===== src/hdl/eia_pkg.sv =====
// Purpose: shared constants of the event interrupt aggregator
// Assumes: 8-bit event codes on the event lane bus
// Notes:   code = {class[7:6], spare[5], level[4], index[3:0]}
package eia_pkg;
    // ------------------------------------------------------------------
    // event code layout
    // ------------------------------------------------------------------
    localparam int unsigned ID_W    = 8;
    localparam int unsigned IDX_W   = 4;
    localparam int unsigned N_ENT   = 16;
    localparam int unsigned CLS_HI  = 7;
    localparam int unsigned CLS_LO  = 6;
    localparam int unsigned LVL_BIT = 4;
    localparam int unsigned CNT_W   = 8;

    localparam logic [1:0] CLS_STATUS = 2'h0;
    localparam logic [1:0] CLS_MCAST  = 2'h1;
    localparam logic [1:0] CLS_COUNT  = 2'h2;
    localparam logic [1:0] CLS_RSVD   = 2'h3;

    // ------------------------------------------------------------------
    // routing of generated events
    // ------------------------------------------------------------------
    localparam logic [1:0] MC_A_CLS  = CLS_COUNT;
    localparam logic [1:0] MC_B_CLS  = CLS_STATUS;
    localparam logic [1:0] CNT_O_CLS = CLS_STATUS;

    // ------------------------------------------------------------------
    // reset values and count limits
    // ------------------------------------------------------------------
    localparam logic [ID_W-1:0]  ID_RST   = 8'h00;
    localparam logic [CNT_W-1:0] CNT_RST  = 8'h00;
    localparam logic [CNT_W-1:0] CNT_ONE  = 8'h01;
    localparam logic [CNT_W-1:0] CNT_MAX  = 8'hff;
    localparam logic [N_ENT-1:0] STAT_RST = 16'h0000;

    typedef enum logic [1:0] {
        EIA_ARB_MC  = 2'b00,
        EIA_ARB_CNT = 2'b01
    } eia_arb_t;
endpackage


===== src/hdl/eia_event_slot.sv =====
// Purpose: one-entry holding slot for a generated event
// Assumes: consumer takes the event with out_ready_i
// Notes:   an event stays here unchanged until taken
`timescale 1ns/1ps
module eia_event_slot (
    input  wire logic                      clk_i,
    input  wire logic                      sys_rst_i,
    input  wire logic                      in_valid_i,
    input  wire logic [eia_pkg::ID_W-1:0]  in_id_i,
    output logic                           in_ready_o,
    output logic                           out_valid_o,
    output logic [eia_pkg::ID_W-1:0]       out_id_o,
    input  wire logic                      out_ready_i
);
    logic                     full;
    logic                     next_full;
    logic [eia_pkg::ID_W-1:0] id;
    logic [eia_pkg::ID_W-1:0] next_id;

    always_comb begin
        next_full = full;
        next_id   = id;
        if (full && out_ready_i) begin
            next_full = 1'b0;
        end
        if (in_valid_i && !full) begin
            next_full = 1'b1;
            next_id   = in_id_i;
        end
    end

    always_ff @(posedge clk_i or posedge sys_rst_i) begin
        if (sys_rst_i) begin
            full <= 1'b0;
            id   <= eia_pkg::ID_RST;
        end else begin
            full <= next_full;
            id   <= next_id;
        end
    end

    assign in_ready_o  = !full;
    assign out_valid_o = full;
    assign out_id_o    = id;
endmodule // eia_event_slot


===== src/hdl/eia_event_interrupt_aggregator.sv =====
// Purpose: event interrupt aggregator with status, multicast and
//          counted processing blocks on the event lane bus
// Assumes: inputs synchronous to clk_i; single clock domain
// Notes:
`timescale 1ns/1ps
module eia_event_interrupt_aggregator (
    input  wire logic                          clk_i,
    input  wire logic                          sys_rst_i,
    input  wire logic                          ev_valid_i,
    input  wire logic [eia_pkg::ID_W-1:0]      ev_id_i,
    output logic                               ev_ready_o,
    output logic                               out_valid_o,
    output logic [eia_pkg::ID_W-1:0]           out_id_o,
    input  wire logic                          out_ready_i,
    output logic [eia_pkg::N_ENT-1:0]          irq_o,
    input  wire logic [eia_pkg::N_ENT-1:0]     status_clr_i,
    input  wire logic [eia_pkg::IDX_W-1:0]     cnt_sel_i,
    output logic [eia_pkg::CNT_W-1:0]          cnt_o,
    input  wire logic                          cnt_dec_i,
    input  wire logic [eia_pkg::IDX_W-1:0]     cnt_dec_idx_i,
    output logic                               cnt_dec_ack_o
);
    // ------------------------------------------------------------------
    // input decode
    // ------------------------------------------------------------------
    logic [1:0]                 cls;
    logic [eia_pkg::IDX_W-1:0]  idx;
    logic                       acc;
    logic                       st_take;
    logic                       mc_take;
    logic                       cnt_take;
    logic                       mca_rdy;
    logic                       mcb_rdy;
    logic                       cnt_rdy;

    assign cls = ev_id_i[eia_pkg::CLS_HI:eia_pkg::CLS_LO];
    assign idx = ev_id_i[eia_pkg::IDX_W-1:0];

    always_comb begin
        case (cls)
            eia_pkg::CLS_MCAST: ev_ready_o = mca_rdy && mcb_rdy;
            eia_pkg::CLS_COUNT: ev_ready_o = cnt_rdy;
            default:            ev_ready_o = 1'b1;
        endcase
    end

    assign acc      = ev_valid_i && ev_ready_o;
    assign st_take  = acc && (cls == eia_pkg::CLS_STATUS);
    assign mc_take  = acc && (cls == eia_pkg::CLS_MCAST);
    assign cnt_take = acc && (cls == eia_pkg::CLS_COUNT);

    // ------------------------------------------------------------------
    // status block
    // ------------------------------------------------------------------
    logic [eia_pkg::N_ENT-1:0] status;
    logic [eia_pkg::N_ENT-1:0] next_status;
    logic [eia_pkg::N_ENT-1:0] set_vec;

    always_comb begin
        set_vec = '0;
        if (st_take) begin
            set_vec[idx] = 1'b1;
        end
        // a set in the clearing cycle wins
        next_status = (status & ~status_clr_i) | set_vec;
    end

    always_ff @(posedge clk_i or posedge sys_rst_i) begin
        if (sys_rst_i) begin
            status <= eia_pkg::STAT_RST;
        end else begin
            status <= next_status;
        end
    end

    assign irq_o = status;

    // ------------------------------------------------------------------
    // multicast block: two slots loaded together
    // ------------------------------------------------------------------
    logic                     mca_v;
    logic                     mcb_v;
    logic                     cnt_v;
    logic [eia_pkg::ID_W-1:0] mca_id;
    logic [eia_pkg::ID_W-1:0] mcb_id;
    logic [eia_pkg::ID_W-1:0] cnt_id;
    logic                     gnt_a;
    logic                     gnt_b;
    logic                     gnt_c;

    eia_event_slot u_slot_mca (
        .clk_i       (clk_i),
        .sys_rst_i   (sys_rst_i),
        .in_valid_i  (mc_take),
        .in_id_i     ({eia_pkg::MC_A_CLS, 2'h0, idx}),
        .in_ready_o  (mca_rdy),
        .out_valid_o (mca_v),
        .out_id_o    (mca_id),
        .out_ready_i (gnt_a)
    );

    eia_event_slot u_slot_mcb (
        .clk_i       (clk_i),
        .sys_rst_i   (sys_rst_i),
        .in_valid_i  (mc_take),
        .in_id_i     ({eia_pkg::MC_B_CLS, 2'h0, idx}),
        .in_ready_o  (mcb_rdy),
        .out_valid_o (mcb_v),
        .out_id_o    (mcb_id),
        .out_ready_i (gnt_b)
    );

    // ------------------------------------------------------------------
    // counted block
    // ------------------------------------------------------------------
    logic [eia_pkg::CNT_W-1:0] count      [eia_pkg::N_ENT];
    logic [eia_pkg::CNT_W-1:0] next_count [eia_pkg::N_ENT];
    logic                      dec_ack;
    logic                      up_ev;
    logic                      dn_ev;
    logic                      cnt_load;
    logic [eia_pkg::ID_W-1:0]  cnt_ev_id;
    logic [eia_pkg::CNT_W-1:0] next_cnt_o;

    // decrement only while no increment is taken and the slot is free
    assign dec_ack       = cnt_dec_i && cnt_rdy && !cnt_take;
    assign cnt_dec_ack_o = dec_ack;
    assign up_ev    = cnt_take && (count[idx] == eia_pkg::CNT_RST);
    assign dn_ev    = dec_ack && (count[cnt_dec_idx_i] == eia_pkg::CNT_ONE);
    assign cnt_load = up_ev || dn_ev;

    always_comb begin
        // class is fixed away from multicast, so no loop can form
        cnt_ev_id = {eia_pkg::CNT_O_CLS, 1'b0, up_ev,
                     up_ev ? idx : cnt_dec_idx_i};
        for (int i = 0; i < eia_pkg::N_ENT; i++) begin
            next_count[i] = count[i];
        end
        if (cnt_take && count[idx] != eia_pkg::CNT_MAX) begin
            next_count[idx] = count[idx] + eia_pkg::CNT_ONE;
        end
        if (dec_ack && count[cnt_dec_idx_i] != eia_pkg::CNT_RST) begin
            next_count[cnt_dec_idx_i] =
                count[cnt_dec_idx_i] - eia_pkg::CNT_ONE;
        end
        next_cnt_o = count[cnt_sel_i];
    end

    always_ff @(posedge clk_i or posedge sys_rst_i) begin
        if (sys_rst_i) begin
            for (int i = 0; i < eia_pkg::N_ENT; i++) begin
                count[i] <= eia_pkg::CNT_RST;
            end
            cnt_o <= eia_pkg::CNT_RST;
        end else begin
            for (int i = 0; i < eia_pkg::N_ENT; i++) begin
                count[i] <= next_count[i];
            end
            cnt_o <= next_cnt_o;
        end
    end

    eia_event_slot u_slot_cnt (
        .clk_i       (clk_i),
        .sys_rst_i   (sys_rst_i),
        .in_valid_i  (cnt_load),
        .in_id_i     (cnt_ev_id),
        .in_ready_o  (cnt_rdy),
        .out_valid_o (cnt_v),
        .out_id_o    (cnt_id),
        .out_ready_i (gnt_c)
    );

    // ------------------------------------------------------------------
    // output arbiter and register onto the event lane bus
    // ------------------------------------------------------------------
    eia_pkg::eia_arb_t        arb;
    eia_pkg::eia_arb_t        next_arb;
    logic                     out_v;
    logic                     next_out_v;
    logic [eia_pkg::ID_W-1:0] out_id;
    logic [eia_pkg::ID_W-1:0] next_out_id;
    logic                     load_out;

    assign load_out = !out_v || out_ready_i;

    always_comb begin
        gnt_a       = 1'b0;
        gnt_b       = 1'b0;
        gnt_c       = 1'b0;
        next_arb    = arb;
        next_out_v  = out_v && !out_ready_i;
        next_out_id = out_id;
        if (load_out) begin
            case (arb)
                eia_pkg::EIA_ARB_CNT: begin
                    if (cnt_v) begin
                        gnt_c = 1'b1;
                    end else if (mca_v) begin
                        gnt_a = 1'b1;
                    end else begin
                        gnt_b = mcb_v;
                    end
                end
                default: begin
                    if (mca_v) begin
                        gnt_a = 1'b1;
                    end else if (mcb_v) begin
                        gnt_b = 1'b1;
                    end else begin
                        gnt_c = cnt_v;
                    end
                end
            endcase
            if (gnt_c) begin
                next_arb = eia_pkg::EIA_ARB_MC;
            end else if (gnt_a || gnt_b) begin
                next_arb = eia_pkg::EIA_ARB_CNT;
            end
            if (gnt_a || gnt_b || gnt_c) begin
                next_out_v  = 1'b1;
                next_out_id = gnt_a ? mca_id : (gnt_b ? mcb_id : cnt_id);
            end
        end
    end

    always_ff @(posedge clk_i or posedge sys_rst_i) begin
        if (sys_rst_i) begin
            arb    <= eia_pkg::EIA_ARB_MC;
            out_v  <= 1'b0;
            out_id <= eia_pkg::ID_RST;
        end else begin
            arb    <= next_arb;
            out_v  <= next_out_v;
            out_id <= next_out_id;
        end
    end

    assign out_valid_o = out_v;
    assign out_id_o    = out_id;
endmodule // eia_event_interrupt_aggregator


===== config.mk =====
export PLATFORM = sky130hd
export DESIGN_NAME = eia_event_interrupt_aggregator
export DESIGN_NICKNAME = d
export VERILOG_FILES = /design/src/hdl/eia_pkg.sv /design/src/hdl/eia_event_slot.sv /design/src/hdl/eia_event_interrupt_aggregator.sv
export SDC_FILE = /design/constraint.sdc
export NUM_CORES = 1
export LEC_CHECK = 0
export BUFFER_PORTS_ARGS = -buffer_cell sky130_fd_sc_hd__buf_2
export CAP_MARGIN = 40
export CELL_PAD_IN_SITES_DETAIL_PLACEMENT = 0
export CELL_PAD_IN_SITES_GLOBAL_PLACEMENT = 1
export CORE_MARGIN = 2
export CORE_UTILIZATION = 35
export DETAILED_ROUTE_END_ITERATION = 10
export PLACE_DENSITY_LB_ADDON = 0.12
export SYNTH_ARGS = -nofsm -noshare
export SYNTH_HDL_FRONTEND = slang
export SYNTH_SLANG_ARGS = --single-unit

===== constraint.sdc =====
create_clock -name clk_i -period 12.45 [get_ports clk_i]
set_clock_uncertainty 0.2 [all_clocks]
set_input_delay 0.6225 -clock clk_i [delete_from_list [all_inputs] [get_ports clk_i]]
set_output_delay 0.6225 -clock clk_i [all_outputs]
set_load 0.01 [all_outputs]

### Word-level counts from Yosys, hierarchy flattened

Index checks and enable logic that the tools add are counted.

* register bits: 180
* latch bits: 0
* memory bits (writable): 0
* memory bits (read-only): 0
* bits of input ports: 37
* output and inout bits: 35
* word-level logic and storage cells: 139
* memories: 0

* $add $sub $neg: 2
* multipliers: 0
* divide/modulo/power cells: 0
* $lt $le $gt $ge: 7
* eq/ne operators: 5
* shifts and indexed selects: 0
* muxes and demuxes: 52
* bitwise gates (word level): 6
* reduce and logical (&&, ||, !) cells: 40

Operator list (count)
* $bwmux W128: 2
* $mux W128: 2
* $bmux W8 S4: 3
* $mux W8: 9
* $demux W8 S4: 2
* $mux W1: 27
* $logic_and A1 B1 Y1: 21
* $and A16 B16 Y16: 1
* $mux W16: 1
* $not A16 Y16: 1
* $or A16 B16 Y16: 1
* $ge A5 B5 Y1 const B: 3
* $not A4 Y5: 3
* $lt A5 B1 Y1 const B: 2
* $add A8 B1 Y8 const B: 1
* $eq A8 B1 Y1 const B: 1
* $logic_not A8 Y1: 1
* $ne A8 B8 Y1 const B: 1
* $reduce_bool A2 Y1: 4
* $reduce_bool A8 Y1: 1
* $sub A8 B1 Y8 const B: 1
* $logic_not A1 Y1: 6
* $lt A4 B5 Y1 const B: 1
* $mux W5: 1
* other kinds (10): 16

### Longest topological paths before layout

* word-level depth: 11
* depth in mapped cells: 16
* depth with buffers taken out: 11

### Modules after synthesis

Synthesis repeated with hierarchy kept, for this count alone.

* cell total of the unflattened synthesis: 909
* area total of the unflattened synthesis: 12316.8 sq um

Modules (own cells, without submodules)
* eia_event_interrupt_aggregator: times used 1, cells an instance 843, area an instance 11183.2 sq um
* eia_event_slot: times used 3, cells an instance 22, area an instance 377.9 sq um

### Least setup slack after synthesis

No wires, ideal clock.

* path type: input port to flip-flop
* from: input port ev_id_i[0] in the netlist's numbering
* to: register count[103] in the netlist's numbering
* arrival: 3.683 ns
* path slack: 8.438 ns
* stages on the path: 16
* cell sequence: buf_4 -> buf_6 -> mux4_2 -> a22o_1 -> nor2_2 -> clkbuf_1 -> inv_1 -> ha_1 -> nand2_1 -> o32ai_1 -> nand4_2 -> buf_2 -> o2111a_1 -> buf_2 -> nor3b_1 -> o31ai_1

RTL lines
* start: declaration: line eia_event_interrupt_aggregator.sv:10 `input wire logic [eia_pkg::ID_W-1:0] ev_id_i,`
* end signal: indexed assignment: line eia_event_interrupt_aggregator.sv:152 `count[i] <= eia_pkg::CNT_RST;`
* end signal: indexed assignment: line eia_event_interrupt_aggregator.sv:157 `count[i] <= next_count[i];`
* end: declaration: line eia_event_interrupt_aggregator.sv:116 `logic [eia_pkg::CNT_W-1:0] count [eia_pkg::N_ENT];`

==> flow_metrics.tcl <==
set metrics [dict create \
    p_int_uw 1780 \
    p_clk_share_pct 20.2 \
    p_comb_share_pct 44.4 \
    critPathMaxFanout 22 \
    slew_headroom_pct 37.3 \
    syn_avg_cell_area_um2 11.8 \
    clockBufferDepth 2 \
    dieArea_um2 35400 \
    ctsHoldBuffers 0 \
    insertion_delay_ns 0.45 \
    ant_nets 0 \
    cts_tree "done" \
    hold_class "primary input to asynchronous set/reset pin" \
    start_kind "primary input" \
    drt_first_pass_iters 5 \
    grt_pass1_vias 8848 \
    grt_max_degree 110 \
    cts_setup_buffers 0 \
    setup_violations 0 \
    dr.first_iter.drc_count 742 \
    die_y_um 188 \
    grt_use_total_pct 24.3 \
    vias 8711 \
    swShare_pct 39.5 \
    synthTopCellsByArea "dfrtp_1, mux4_2, mux2i_1" \
    worst_ep_arrival_time_ns 4.92 \
    wl_um 41900 \
    htree_levels 4 \
    grt_first_pass_wirelength_um 62100 \
    syn_area_um2 11900 \
    cts-root-buf "clkbuf_16" \
    ys_warn_count 0 \
    p_per_area_nw_per_um2 220 \
    ys.flop_type "dfrtp_1" \
    critPathKind "primary input to flip-flop" \
    vias_per_cell 5.78 \
    clkSinkCount 177 \
    fin_cells 1506 \
    timing.final.crit_share_pct 38.7 \
    yosys-top-cells-count "mux2i_1, dfrtp_1, mux4_2, nand2_1, clkbuf_1" \
    reg2reg_depth 11 \
    syn_inst 1004 \
    seqPwrFrac_pct 35.4 \
    io_pins 72 \
    yosysSeqAreaShare_pct 37.3 \
    max_cap_viol_count 0 \
    ys_ff_latch 177 \
    die_w_um 188 \
    overflow 0 \
    ys_types 58 \
    multi_input_area_um2 6890 \
    hold_ws_ns 0.0706 \
    numPlacedInstances 1474 \
    cts_inserted_buffers 17 \
    max_freq_mhz 207 \
    layout-drive-gt1-share_pct 27.1 \
    antenna_found_initial 0 \
    start_util_pct 35.5 \
    p_switching_uw 1170 \
    rows 67 \
    n_antenna_cell 0 \
    p_leak_uw 0.00555 \
    synthMostInstantiatedCell "mux2i_1" \
    hold_viol 0 \
    slew_violations 0 \
    post_cts_resized 0 \
    wl_per_cell_um 27.8 \
    seqCellArea_um2 4430 \
    irDropWorstVdd_v 0.000131 \
    n_fill_cell 3201 \
    required_ns 12.55 \
    timing.setup.tns_ns 0 \
    postSynth.asyncResetShare_pct 100 \
    period_needed_ns 4.82 \
    tightest_slew_ns 0.940 \
    place_hpwl_um 27500 \
    core_area_um2 33400 \
    rsz0062_at_grt "false" \
    end_kind "flip-flop" \
    yosys.area.top_type "dfrtp_1" \
    drc 0 \
    port-buffer-count 67 \
    fin_ws_ns 7.63 \
    fin_nets 1090 \
    status "finished, final reports clean" \
    clkTransAtPathRegs_ns 0.07 \
    synth_top_area_share_pct 37.3 \
    synth-edff-count 0 \
    area_growth_pct 12.9 \
    place_congestion 0.810 \
    pre_cts_ws_ns 7.25 \
]
[flip-flops by register name, indices dropped and copies added (netlist names)]
name	flops
u_slot_cnt.out_valid_o	1
out_id_o	6
u_slot_cnt.out_id_o	5
out_valid_o	1
u_slot_mca.out_id_o	5
count	128
u_slot_mcb.out_id_o	4
u_slot_mcb.out_valid_o	1
u_slot_mca.out_valid_o	1
cnt_o	8
irq_o	16
arb	1
[cell families (layout without fill, tap and decap cells)]
logic type               Yosys count  after routing  share of synthesized area, %
other                              1              2                        0.0316
AND/OR/NAND/NOR                  231            231                          10.1
adder cells (fa/ha/maj)            8              8                         0.843
XOR/XNOR                          10             10                         0.864
flip-flops                       177            177                          37.3
buffers and inverters            125            178                          4.96
AO/OA/AOI/OAI                    153            153                          9.28
multiplexers                     299            299                          36.7
[worst paths after layout]
check / startpoint / endpoint / slack, ns
setup / recovery: ev_id_i[3] / count[36] / 7.63
hold / removal: sys_rst_i / irq_o[5] / 0.07
setup reg to reg: count[32] / count[125] / 8.01
hold reg to reg: u_slot_mca.out_id_o[7] / u_slot_mca.out_id_o[7] / 0.27
max in group asynchronous: sys_rst_i / count[83] / 10.86
min in group clk_i: status_clr_i[1] / irq_o[1] / 0.15
[power by group through the flow]
stage	Clock, µW	Combinational [µW]	Sequential, µW
3_3_place_gp	0	1270	1040
2_1_floorplan	0	955	987
6_report	596	1310	1040
3_5_place_dp	0	1300	1050
5_1_grt	637	1410	1080
4_1_cts	611	1310	1040
[layout by cell type, fill, tap and decap left out, types with 3 or more instances in the layout]
master	netlist	layout
o2111a_1	11	11
nor3_1	12	11
o2111ai_2	5	5
nor3b_1	22	22
mux4_2	104	104
buf_6	8	5
buf_2	33	67
clkbuf_1	40	3
or2_2	4	4
o22a_1	8	8
clkbuf_8	0	3
mux2i_1	182	182
inv_1	28	27
bufinv_16	0	4
and2_1	5	5
a21oi_1	25	25
clkbuf_16	0	17
nand3_1	16	16
nor2b_1	20	20
nand2b_1	8	8
nand2_1	90	90
xor2_1	4	4
a22oi_1	14	14
and3_1	4	4
o21ai_0	26	26
dfrtp_1	177	177
o31ai_1	32	32
mux2_2	10	10
a22o_1	5	5
o22ai_1	17	17
buf_4	5	41
nor2_1	35	35
ha_1	8	8
mux4_1	3	3
[layout make-up]
| cell class | count | share of cell area (%) |
|---|---|---|
| clock buffer | 23 | 3.56 |
| clock inverter | 9 | 1.15 |
| inverter | 29 | 0.868 |
| multi-input combinational | 703 | 51.4 |
| sequential | 177 | 33.0 |
| tap | 448 | 4.18 |
| timing repair buffer | 117 | 5.83 |
[metal layers]
layer | part of all wire, % | GRT usage, %
met1 | 47 | 35.2
met2 | 45 | 36.8
met3 | 6.6 | 4.94
met4 | 2.3 | 6.84
met5 | 0 | 0
[metrics by stage]
stage                     total power [µW]  area, µm²  util, %
after global placement                2310      12600     37.6
after global routing                  3130      13400     40.1
after floorplan                       1940      11900        -
final                                 2950      13400     40.1
after CTS                             2960      13400     40.1
after detailed placement              2350      12800     38.2
[worst max-delay path, cell delays in order]
cell and delay (ns):
buf_2 0.51, and2_1 0.70, a22o_1 0.25, nor2_2 0.16
inv_1 0.10, ha_1 0.25, nand2_1 0.07, o32ai_1 0.36
nand4_2 0.54, o2111ai_2 0.79, buf_6 0.24, mux2i_1 0.20
mux2i_1 0.09
Note: power is estimated with default switching activity, not from simulation.
